===== config.mk =====
export PLATFORM = sky130hd
export DESIGN_NAME = acs_csr
export DESIGN_NICKNAME = d
export VERILOG_FILES = /design/src/rtl/acs_csr.v /design/src/rtl/acs_sync3.v
export VERILOG_INCLUDE_DIRS = /design/src /design/src/rtl
export SDC_FILE = /design/constraint.sdc
export NUM_CORES = 1
export LEC_CHECK = 0
export ABC_AREA = 1
export BUFFER_PORTS_ARGS = -buffer_cell sky130_fd_sc_hd__buf_2
export CAP_MARGIN = 10
export CORE_MARGIN = 1
export CORE_UTILIZATION = 51
export DETAILED_ROUTE_END_ITERATION = 7
export HOLD_SLACK_MARGIN = 0.05
export PLACE_DENSITY = 0.77
export SYNTH_ARGS = -nofsm -noshare
export SYNTH_HDL_FRONTEND = slang
export SYNTH_SLANG_ARGS = --single-unit

===== constraint.sdc =====
create_clock -name hclk -period 2.5 [get_ports hclk]
set_input_delay 0.125 -clock hclk [delete_from_list [all_inputs] [get_ports hclk]]
set_output_delay 0.125 -clock hclk [all_outputs]
set_load 0.01 [all_outputs]

===== src/rtl/acs_map.vh =====
// Purpose: Register offsets, field positions, reset values and timing counts for the adapter CSR.
// Assumes: 32-bit AHB-Lite register bus clocked at 250 MHz.
// Notes: Offsets are byte addresses of aligned words.
`ifndef ACS_MAP_VH
`define ACS_MAP_VH
`define ACS_OFF_CSR 8'h00
`define ACS_OFF_ESR 8'h04
`define ACS_OFF_IRQ_STAT 8'h08
`define ACS_OFF_IRQ_MASK 8'h0C
`define ACS_OFF_TMO_LIMIT 8'h10
`define ACS_SYN_LSB 17
`define ACS_SYN_MSB 28
`define ACS_SYN_W 12
`define ACS_BIT_SHORT_TMO 9
`define ACS_BIT_LOCK_RESP 8
`define ACS_BIT_LOCK_ASRT 7
`define ACS_ESR_PMR_CORR 13
`define ACS_ESR_PMR_UNC 12
`define ACS_ESR_DMA_CORR 10
`define ACS_ESR_DMA_UNC 9
`define ACS_CSR_WMASK 32'h00000380
`define ACS_CSR_RESET 32'h00000180
`define ACS_ESR_MASK 32'h00003600
`define ACS_IRQ_W 4
`define ACS_IRQ_ERR 0
`define ACS_IRQ_TMO 1
`define ACS_IRQ_LOCK_SEEN 2
`define ACS_IRQ_SYN_CAP 3
`define ACS_CLK_MHZ 250
`define ACS_SHORT_TMO_US 960
`define ACS_LONG_TMO_MS 15
`define ACS_SHORT_TMO_CYC (`ACS_SHORT_TMO_US * `ACS_CLK_MHZ)
`define ACS_LONG_TMO_CYC (`ACS_LONG_TMO_MS * 1000 * `ACS_CLK_MHZ)
`endif


===== src/rtl/acs_csr.v =====
// Purpose: Adapter control and status register: ECC syndrome capture, timeout select, lockout.
// Assumes: AHB-Lite slave, single word transfers, zero wait states, OKAY response.
// Notes: Error flags live in a write-one-to-clear summary register in this block.
`timescale 1ns/1ps
`include "acs_map.vh"
module acs_csr #(
    parameter [31:0] LONG_TMO_CYC = `ACS_LONG_TMO_CYC,
    parameter [31:0] SHORT_TMO_CYC = `ACS_SHORT_TMO_CYC
) (
    input wire hclk,
    input wire hresetn,
    input wire hsel,
    input wire [31:0] haddr,
    input wire [1:0] htrans,
    input wire hwrite,
    input wire [2:0] hsize,
    input wire [31:0] hwdata,
    input wire hready,
    output wire hreadyout,
    output wire hresp,
    output reg [31:0] hrdata,
    input wire ecc_err_pmr_corr,
    input wire ecc_err_pmr_unc,
    input wire ecc_err_dma_corr,
    input wire ecc_err_dma_unc,
    input wire [11:0] ecc_syndrome,
    input wire lockout_in_n,
    input wire lockout_request,
    output reg lockout_out,
    output reg lockout_out_en,
    output wire lockout_hold,
    input wire tmo_start,
    input wire tmo_done,
    output reg tmo_expired,
    output wire irq
);
    // Idle and counting states of the transaction timer.
    localparam [1:0] ST_IDLE = 2'b01;
    localparam [1:0] ST_RUN = 2'b10;

    reg ph_valid;
    reg ph_write;
    reg [7:0] ph_addr;
    reg short_tmo;
    reg lock_resp_en;
    reg lock_asrt_en;
    reg [3:0] err_flags;
    reg [`ACS_SYN_W-1:0] syndrome;
    reg syn_locked;
    reg [`ACS_IRQ_W-1:0] irq_stat;
    reg [`ACS_IRQ_W-1:0] irq_mask;
    reg [1:0] tmo_state;
    reg [31:0] tmo_cnt;
    reg lock_seen_d;
    wire lock_seen;
    wire lockout_level;
    wire [3:0] err_in;
    wire [3:0] err_clr;
    wire [3:0] next_err;
    wire any_err_in;
    wire wr_csr;
    wire wr_esr;
    wire wr_istat;
    wire wr_imask;
    wire [31:0] tmo_limit;
    wire tmo_hit;
    reg [`ACS_IRQ_W-1:0] irq_evt;
    reg [31:0] next_rdata;

    assign hreadyout = 1'b1;
    assign hresp = 1'b0;

    // Address phase is latched; the write data follows one cycle later.
    always @(posedge hclk or negedge hresetn) begin
        if (!hresetn) begin
            ph_valid <= 1'b0;
            ph_write <= 1'b0;
            ph_addr <= 8'h00;
        end else if (hready) begin
            ph_valid <= hsel & htrans[1];
            ph_write <= hwrite;
            ph_addr <= haddr[7:0];
        end
    end

    assign wr_csr = ph_valid & ph_write & (ph_addr == `ACS_OFF_CSR);
    assign wr_esr = ph_valid & ph_write & (ph_addr == `ACS_OFF_ESR);
    assign wr_istat = ph_valid & ph_write & (ph_addr == `ACS_OFF_IRQ_STAT);
    assign wr_imask = ph_valid & ph_write & (ph_addr == `ACS_OFF_IRQ_MASK);

    // Only the three documented control bits are writable.
    always @(posedge hclk or negedge hresetn) begin
        if (!hresetn) begin
            short_tmo <= 1'b0;
            lock_resp_en <= 1'b1;
            lock_asrt_en <= 1'b1;
        end else if (wr_csr) begin
            short_tmo <= hwdata[`ACS_BIT_SHORT_TMO];
            lock_resp_en <= hwdata[`ACS_BIT_LOCK_RESP];
            lock_asrt_en <= hwdata[`ACS_BIT_LOCK_ASRT];
        end
    end

    assign err_in = {ecc_err_pmr_corr, ecc_err_pmr_unc, ecc_err_dma_corr, ecc_err_dma_unc};
    assign any_err_in = |err_in;
    assign err_clr = wr_esr ? {hwdata[`ACS_ESR_PMR_CORR], hwdata[`ACS_ESR_PMR_UNC],
                               hwdata[`ACS_ESR_DMA_CORR], hwdata[`ACS_ESR_DMA_UNC]} : 4'h0;
    // A new error in the same cycle as its clear keeps the flag set.
    assign next_err = (err_flags & ~err_clr) | err_in;

    always @(posedge hclk or negedge hresetn) begin
        if (!hresetn) begin
            err_flags <= 4'h0;
        end else begin
            err_flags <= next_err;
        end
    end

    // The lock is held in its own register that follows the flags, so the syndrome stays valid exactly while
    // any flag is set and is free again the cycle after the last flag is cleared.
    always @(posedge hclk or negedge hresetn) begin
        if (!hresetn) begin
            syndrome <= {`ACS_SYN_W{1'b0}};
            syn_locked <= 1'b0;
        end else begin
            if (any_err_in && !syn_locked) begin
                syndrome <= ecc_syndrome;
                syn_locked <= 1'b1;
            end else if (syn_locked && (next_err == 4'h0)) begin
                syn_locked <= 1'b0;
            end
            // no load path while syn_locked is set.
        end
    end

    acs_sync3 u_lock_sync (
        .clk(hclk),
        .rst_n(hresetn),
        .din(~lockout_in_n),
        .dout(lockout_level)
    );

    assign lock_seen = lockout_level & lock_resp_en;
    assign lockout_hold = lock_seen;

    // Lockout line is open-drain and active low: drive a zero only when allowed.
    always @(posedge hclk or negedge hresetn) begin
        if (!hresetn) begin
            lockout_out <= 1'b0;
            lockout_out_en <= 1'b0;
            lock_seen_d <= 1'b0;
        end else begin
            lockout_out <= 1'b0;
            lockout_out_en <= lockout_request & lock_asrt_en;
            lock_seen_d <= lock_seen;
        end
    end

    // The count uses the top of the selected range; the limit is fixed per range.
    assign tmo_limit = short_tmo ? SHORT_TMO_CYC : LONG_TMO_CYC;
    assign tmo_hit = (tmo_cnt >= tmo_limit - 32'h00000001);

    always @(posedge hclk or negedge hresetn) begin
        if (!hresetn) begin
            tmo_state <= ST_IDLE;
            tmo_cnt <= 32'h00000000;
            tmo_expired <= 1'b0;
        end else begin
            tmo_expired <= 1'b0;
            case (tmo_state)
                ST_IDLE: begin
                    tmo_cnt <= 32'h00000000;
                    if (tmo_start) begin
                        tmo_state <= ST_RUN;
                    end
                end
                ST_RUN: begin
                    if (tmo_done) begin
                        tmo_state <= ST_IDLE;
                    end else if (tmo_hit) begin
                        tmo_expired <= 1'b1;
                        tmo_state <= ST_IDLE;
                    end else begin
                        tmo_cnt <= tmo_cnt + 32'h00000001;
                    end
                end
                default: begin
                    tmo_state <= ST_IDLE;
                end
            endcase
        end
    end

    always @* begin
        irq_evt = {`ACS_IRQ_W{1'b0}};
        irq_evt[`ACS_IRQ_ERR] = any_err_in;
        irq_evt[`ACS_IRQ_TMO] = (tmo_state == ST_RUN) & ~tmo_done & tmo_hit;
        irq_evt[`ACS_IRQ_LOCK_SEEN] = lock_seen & ~lock_seen_d;
        irq_evt[`ACS_IRQ_SYN_CAP] = any_err_in & ~syn_locked;
    end

    // Status bits are write-one-to-clear; a same-cycle event wins over the clear.
    always @(posedge hclk or negedge hresetn) begin
        if (!hresetn) begin
            irq_stat <= {`ACS_IRQ_W{1'b0}};
            irq_mask <= {`ACS_IRQ_W{1'b0}};
        end else begin
            if (wr_istat) begin
                irq_stat <= (irq_stat & ~hwdata[`ACS_IRQ_W-1:0]) | irq_evt;
            end else begin
                irq_stat <= irq_stat | irq_evt;
            end
            if (wr_imask) begin
                irq_mask <= hwdata[`ACS_IRQ_W-1:0];
            end
        end
    end

    assign irq = |(irq_stat & irq_mask);

    // Read data is registered at the address phase, so a read completes with zero waits.
    always @* begin
        next_rdata = 32'h00000000;
        if (haddr[7:0] == `ACS_OFF_CSR) begin
            next_rdata[`ACS_SYN_MSB:`ACS_SYN_LSB] = syndrome;
            next_rdata[`ACS_BIT_SHORT_TMO] = short_tmo;
            next_rdata[`ACS_BIT_LOCK_RESP] = lock_resp_en;
            next_rdata[`ACS_BIT_LOCK_ASRT] = lock_asrt_en;
            // bits 16..10 and 6 stay zero.
        end else if (haddr[7:0] == `ACS_OFF_ESR) begin
            next_rdata[`ACS_ESR_PMR_CORR] = err_flags[3];
            next_rdata[`ACS_ESR_PMR_UNC] = err_flags[2];
            next_rdata[`ACS_ESR_DMA_CORR] = err_flags[1];
            next_rdata[`ACS_ESR_DMA_UNC] = err_flags[0];
        end else if (haddr[7:0] == `ACS_OFF_IRQ_STAT) begin
            next_rdata[`ACS_IRQ_W-1:0] = irq_stat;
        end else if (haddr[7:0] == `ACS_OFF_IRQ_MASK) begin
            next_rdata[`ACS_IRQ_W-1:0] = irq_mask;
        end else if (haddr[7:0] == `ACS_OFF_TMO_LIMIT) begin
            next_rdata = tmo_limit;
        end
    end

    always @(posedge hclk or negedge hresetn) begin
        if (!hresetn) begin
            hrdata <= 32'h00000000;
        end else if (hready && hsel && htrans[1] && !hwrite) begin
            hrdata <= next_rdata;
        end
    end
endmodule


===== src/rtl/acs_sync3.v =====
// Purpose: Three-flop synchroniser for a pin level with agreement check.
// Assumes: Input is asynchronous to clk.
// Notes: Output changes only when the second and third stages agree.
`timescale 1ns/1ps
module acs_sync3 (
    input wire clk,
    input wire rst_n,
    input wire din,
    output reg dout
);
    reg s1;
    reg s2;
    reg s3;
    always @(posedge clk or negedge rst_n) begin
        if (!rst_n) begin
            s1 <= 1'b0;
            s2 <= 1'b0;
            s3 <= 1'b0;
            dout <= 1'b0;
        end else begin
            s1 <= din;
            s2 <= s1;
            s3 <= s2;
            if (s2 == s3) begin
                dout <= s3;
            end
        end
    end
endmodule


Word level (Yosys, flattened, before mapping)
Index checks and enable logic that the tools add are counted.

word-level totals
  flip-flop bits (word level) = 111
  word-level logic and storage cells = 108

operators by class
  add/sub/neg operators = 2
  order comparisons = 1
  equal/unequal tests = 14
  multiplexer cells = 30
  bitwise logic cells = 24
  reductions and logical operators = 16

operators by type and width
  operator                 count
  $mux W32                 2
  $pmux W32 S2             1
  $mux W22                 2
  $mux W18                 2
  $add A32 B1 Y32 const B  1
  $eq A8 B4 Y1 const B     4
  $ge A32 B32 Y1           1
  $sub A22 B1 Y23 const B  1
  $eq A8 B3 Y1 const B     2
  $logic_not A8 Y1         2
  $mux W4                  4
  $mux W7                  2
  $and A1 B1 Y1            12
  $and A4 B4 Y4            3
  $mux W12                 1
  $or A4 B4 Y4             3
  $mux W2                  5
  $mux W9                  1
  $eq A8 B5 Y1 const B     1
  $mux W8                  1
  $not A4 Y4               2
  $reduce_or A4 Y1         2
  $mux W1                  6
  $mux W3                  2
  other kinds (13)         24

Depth between registers and ports, before layout
  depth in word-level cells = 10
  depth in mapped cells = 14
  depth with buffers taken out = 13

Modules after synthesis
From an unflattened synthesis, not the netlist that was laid out.

unflattened totals
  cells, all modules = 680
  area, all modules = 5,268.8 sq um

by module, submodules not included
  module     times used  cells an instance  area each (sq um)  sequential area each (sq um)
  acs_csr    1           672                5,152.4            2,506.2
  acs_sync3  1           8                  116.4              100.1

Worst setup path after synthesis
OpenSTA, ideal clock, no wires.

  path kind = register to register
  start point = register short_tmo
  end point = register tmo_cnt[21]
  library setup time = 0.117 ns
  arrival time = 1.745 ns
  slack = 0.638 ns
  cell stages (with the launch flop) = 15
  buffers on the path = 1
  cell sequence = dfrtp_1 > inv_1 > ha_1 > nand2_1 > nor2_1 > inv_1 > nor2_1 > nand2_1 > nand2_1 > nand2_2 > nand3_4 > nand2_4 > buf_6 > nand2_1 > nand2_1

between the ends
  longest elaborated chain between the ends = 5

ends and longest elaborated chain
  item                         line           source
  start, declared              acs_csr.v:44   reg short_tmo;
  start signal, assigned       acs_csr.v:98   short_tmo <= hwdata[`ACS_BIT_SHORT_TMO];
  $mux W22                     acs_csr.v:160  assign tmo_limit = short_tmo ? SHORT_TMO_CYC : LONG_TMO_CYC;
  $sub A22 B1 Y23              acs_csr.v:161  assign tmo_hit = (tmo_cnt >= tmo_limit - 32'h00000001);
  $ge A32 B32 Y1               acs_csr.v:161
  $ne A2 B2 Y1 (no line)       -
  $reduce_and A3 Y1 (no line)  -
  end signal, assigned         acs_csr.v:184  tmo_cnt <= tmo_cnt + 32'h00000001;
  end, declared                acs_csr.v:53   reg [31:0] tmo_cnt;

No other way between the ends.
A chain may end at the register's enable or synchronous reset.

Worst setup path in the final report
  start point = register short_tmo
  end point = register tmo_cnt[9]

Same word-level chain as after synthesis.

==> impl_metrics.toml <==
[critical_path]
crit_family = "simple AND/OR/NAND/NOR gates"
crit_required_ps = 2820
worstSetupEndpointType = "flop"
crit_arrival_ps = 2350
slowest_delay_ps = 390
critPathMaxFanout = 25
critPathKind = "reg -> reg"
critPathLaunchType = "flop"
cp_cell_sequence = "inv_1, ha_1, nand2_1, inv_1, a21oi_1, nand2_1, inv_1, nand2_1, nand2_2, nand3_4, nand2_4, nand2_1, nand2_1"
crit_top_cell = "nand2_1"
crit_buf_inv = 3
crit_slowest_cell = "dfrtp_1"

[logic_synthesis]
synth_top_area_cell = "dfrtp_1"
avgSynthCellArea_um2 = 8.09
asyncSetResetFlopFracSynth_pct = 100
ys_warn_count = 0
ys_seq_elements = 104
synth_area_mm2 = 0.00522
synth_ff_type = "dfrtp_1"
synth_edf_count = 0
synth_top_area_share_pct = 48.4
synth_seq_area_share_pct = 50.0
syn_inst = 645
ys_top_cells_by_count = "nand2_1 (159), dfrtp_1 (101), inv_1 (81), nor2_1 (70), nand3_1 (58)"
synth_cell_types = 39
yosysMostFrequentCell = "nand2_1"
synth.area.top_cells = "dfrtp_1 (48%), nand2_1 (11%), inv_1 (5.8%)"

[global_routing]
gr-usage-all-layers_pct = 23.7
grt_max_degree = 65
grt_pass1_wl_mm = 19.3
overflow = 0
antenna_found_initial = 0
grt_pass1_vias = 4405

[place]
io_buffer_count = 75
dp_hpwl_mm = 7.89
gp_congestion = 0.927

[timing]
max_freq_mhz = 491
drv_slew = 0
rsz0062_at_grt = "false"
finalSetupViolCount = 0
period_minus_slack_ps = 2040
tightest_slew_ps = 621
final.setup.tns_ps = 0
final-hold-violation-count = 0
maxSlewHeadroom_pct = 58.2
fin_skew_ps = 8.80
fin_crit_sh_pct = 81.4

[clocking]
cts.sinks = 104
clkTransAtPathRegs_ps = 100
clock-root-buffer = "clkbuf_8"
h-tree-depth = 3
cts_buffers = 9
cts_tree = "built"
clock_latency_ps = 380
clock_path_buffers = 2

[finish]
num-fill-cells = 800
n_antenna_cell = 0
nets = 854
finalCoreUtilization_pct = 63.8
area_delta_synth_final_pct = 20.6
drive_gt1_share_pct = 16.7

[detailed_routing]
drt-total-wl_mm = 11.6
avgRoutedWirePerCell_um = 13.1
drt_iter0_drc = 222
vias = 4499
postRouteAntennaNets = 0
first_pass_iters = 4
viasPerCell = 5.06
drc = 0

[die]
initial_utilization_pct = 52.9
core_area_mm2 = 0.00986
rows = 36
die_x_um = 103
ios = 133
die_height_um = 103
dieArea_mm2 = 0.0106

[worst_hold_path]
holdCritPathClass = "in -> reg"

[power]
leakagePower_nw = 3.21
vdd_drop_max_v = 0.000383
p_per_area_mw_per_mm2 = 549

[run_status]
status = "finished, final reports clean"

[flow_run]
cap_violations = 0
cell type report:
type | instances | area (um^2) | share of cell area, %
sequential | 104 | 2610 | 41.4
multi-input combinational | 430 | 2120 | 33.8
timing repair buffer | 122 | 843 | 13.4
inverter | 84 | 315 | 5.01
tap | 133 | 166 | 2.65
clock buffer | 9 | 124 | 1.97
clock inverter | 7 | 113 | 1.79
placed cells by master, fill, tap and decap left out, drive strengths merged:
master,Yosys,layout
nor4,3,3
o31ai,6,6
clkinv,1,2
and2,1,1
a21boi,1,1
clkbuf,9,9
bufinv,0,2
a21oi,21,21
mux2,5,5
or2,1,1
nor3,10,10
dfstp,3,3
maj3,1,1
inv,83,86
xnor2,4,4
nand3,60,60
xor2,10,10
nand2b,1,1
buf,23,82
ha,9,9
o21ai,24,24
nand4,17,17
clkinvlp,0,1
conb,2,7
dlygate4sd3,0,40
or3,1,1
nand2,162,162
nor3b,1,1
dfrtp,101,101
nor2,81,81
o211ai,4,4
where the power goes:
part | internal, W | switching (W) | leakage, nW
logic | 0.000150 | 0.000295 | 1.79
clock network | 0.000586 | 0.000612 | 0.115
registers | 0.00177 | 0.0000399 | 1.30
total | 0.00251 | 0.000948 | 3.21
logic make-up (layout without fill, tap and decap cells):
group	count (synthesis)	in the layout	share of synthesized area, %
muxes	5	5	1.08
DFF	104	104	50.0
and+or+nand+nor	338	338	28.5
xor gates and xnor gates	14	14	2.35
AOI/OAI and AO/OA	56	56	5.90
adders and majority gates	10	10	2.35
other	2	7	0.144
buffers and inverters	116	222	9.71
repair_timing:
action	CTS	global route
hold endpoints to repair	76	0
setup buffers	0	0
hold buffers	40	0
resized for setup	0	0
endpoints found under the setup margin	0	0
worst paths after layout:
| check | from | endpoint | slack, ps | cells past startpoint |
|---|---|---|---|---|
| max | short_tmo | tmo_cnt[9] | 460 | 13 |
| min | hwdata[13] | err_flags[3] | 80 | 4 |
| max reg2reg | short_tmo | tmo_cnt[9] | 460 | 13 |
| min reg2reg | u_lock_sync.s1 | u_lock_sync.s2 | 360 | 0 |
| max in group asynchronous | hresetn | lock_asrt_en | 1500 | 3 |
| min in group asynchronous | hresetn | ph_addr[7] | 260 | 2 |
state kept, by name (all words and copies together) (netlist names), 2 cells and up:
signal	count
tmo_cnt	32
syndrome	12
hrdata	25
tmo_state	2
ph_addr	8
irq_stat	4
err_flags	4
irq_mask	4
metrics by stage:
step	std cells	worst slack (ps)	cell area, um^2	power [W]	hold slack (ps)
after floorplan	650	638	5240	0.00211	-171
after global placement	833	526	5650	0.00222	132
after detailed placement	833	518	5650	0.00224	142
after CTS	889	488	6290	0.00348	52.5
after global routing	889	237	6290	0.00361	72.4
final	889	465	6290	0.00346	79.5
worst register-to-register path, cell delays in order, from the launching register on:
cell	delay, ps
dfrtp_1	390
inv_1	220
ha_1	300
nand2_1	90
inv_1	40
a21oi_1	110
nand2_1	60
inv_1	50
nand2_1	80
nand2_2	100
nand3_4	80
nand2_4	280
nand2_1	100
nand2_1	70
routing by layer:
layer	track usage [%]	share of wire (%)	routed length, um
met2	42.5	49	5730
met5	0	0	0
met3	3.53	4.8	556
met4	8.34	1.6	181
met1	29.0	44	5160
No activity file was read; power rests on OpenSTA's default activity.
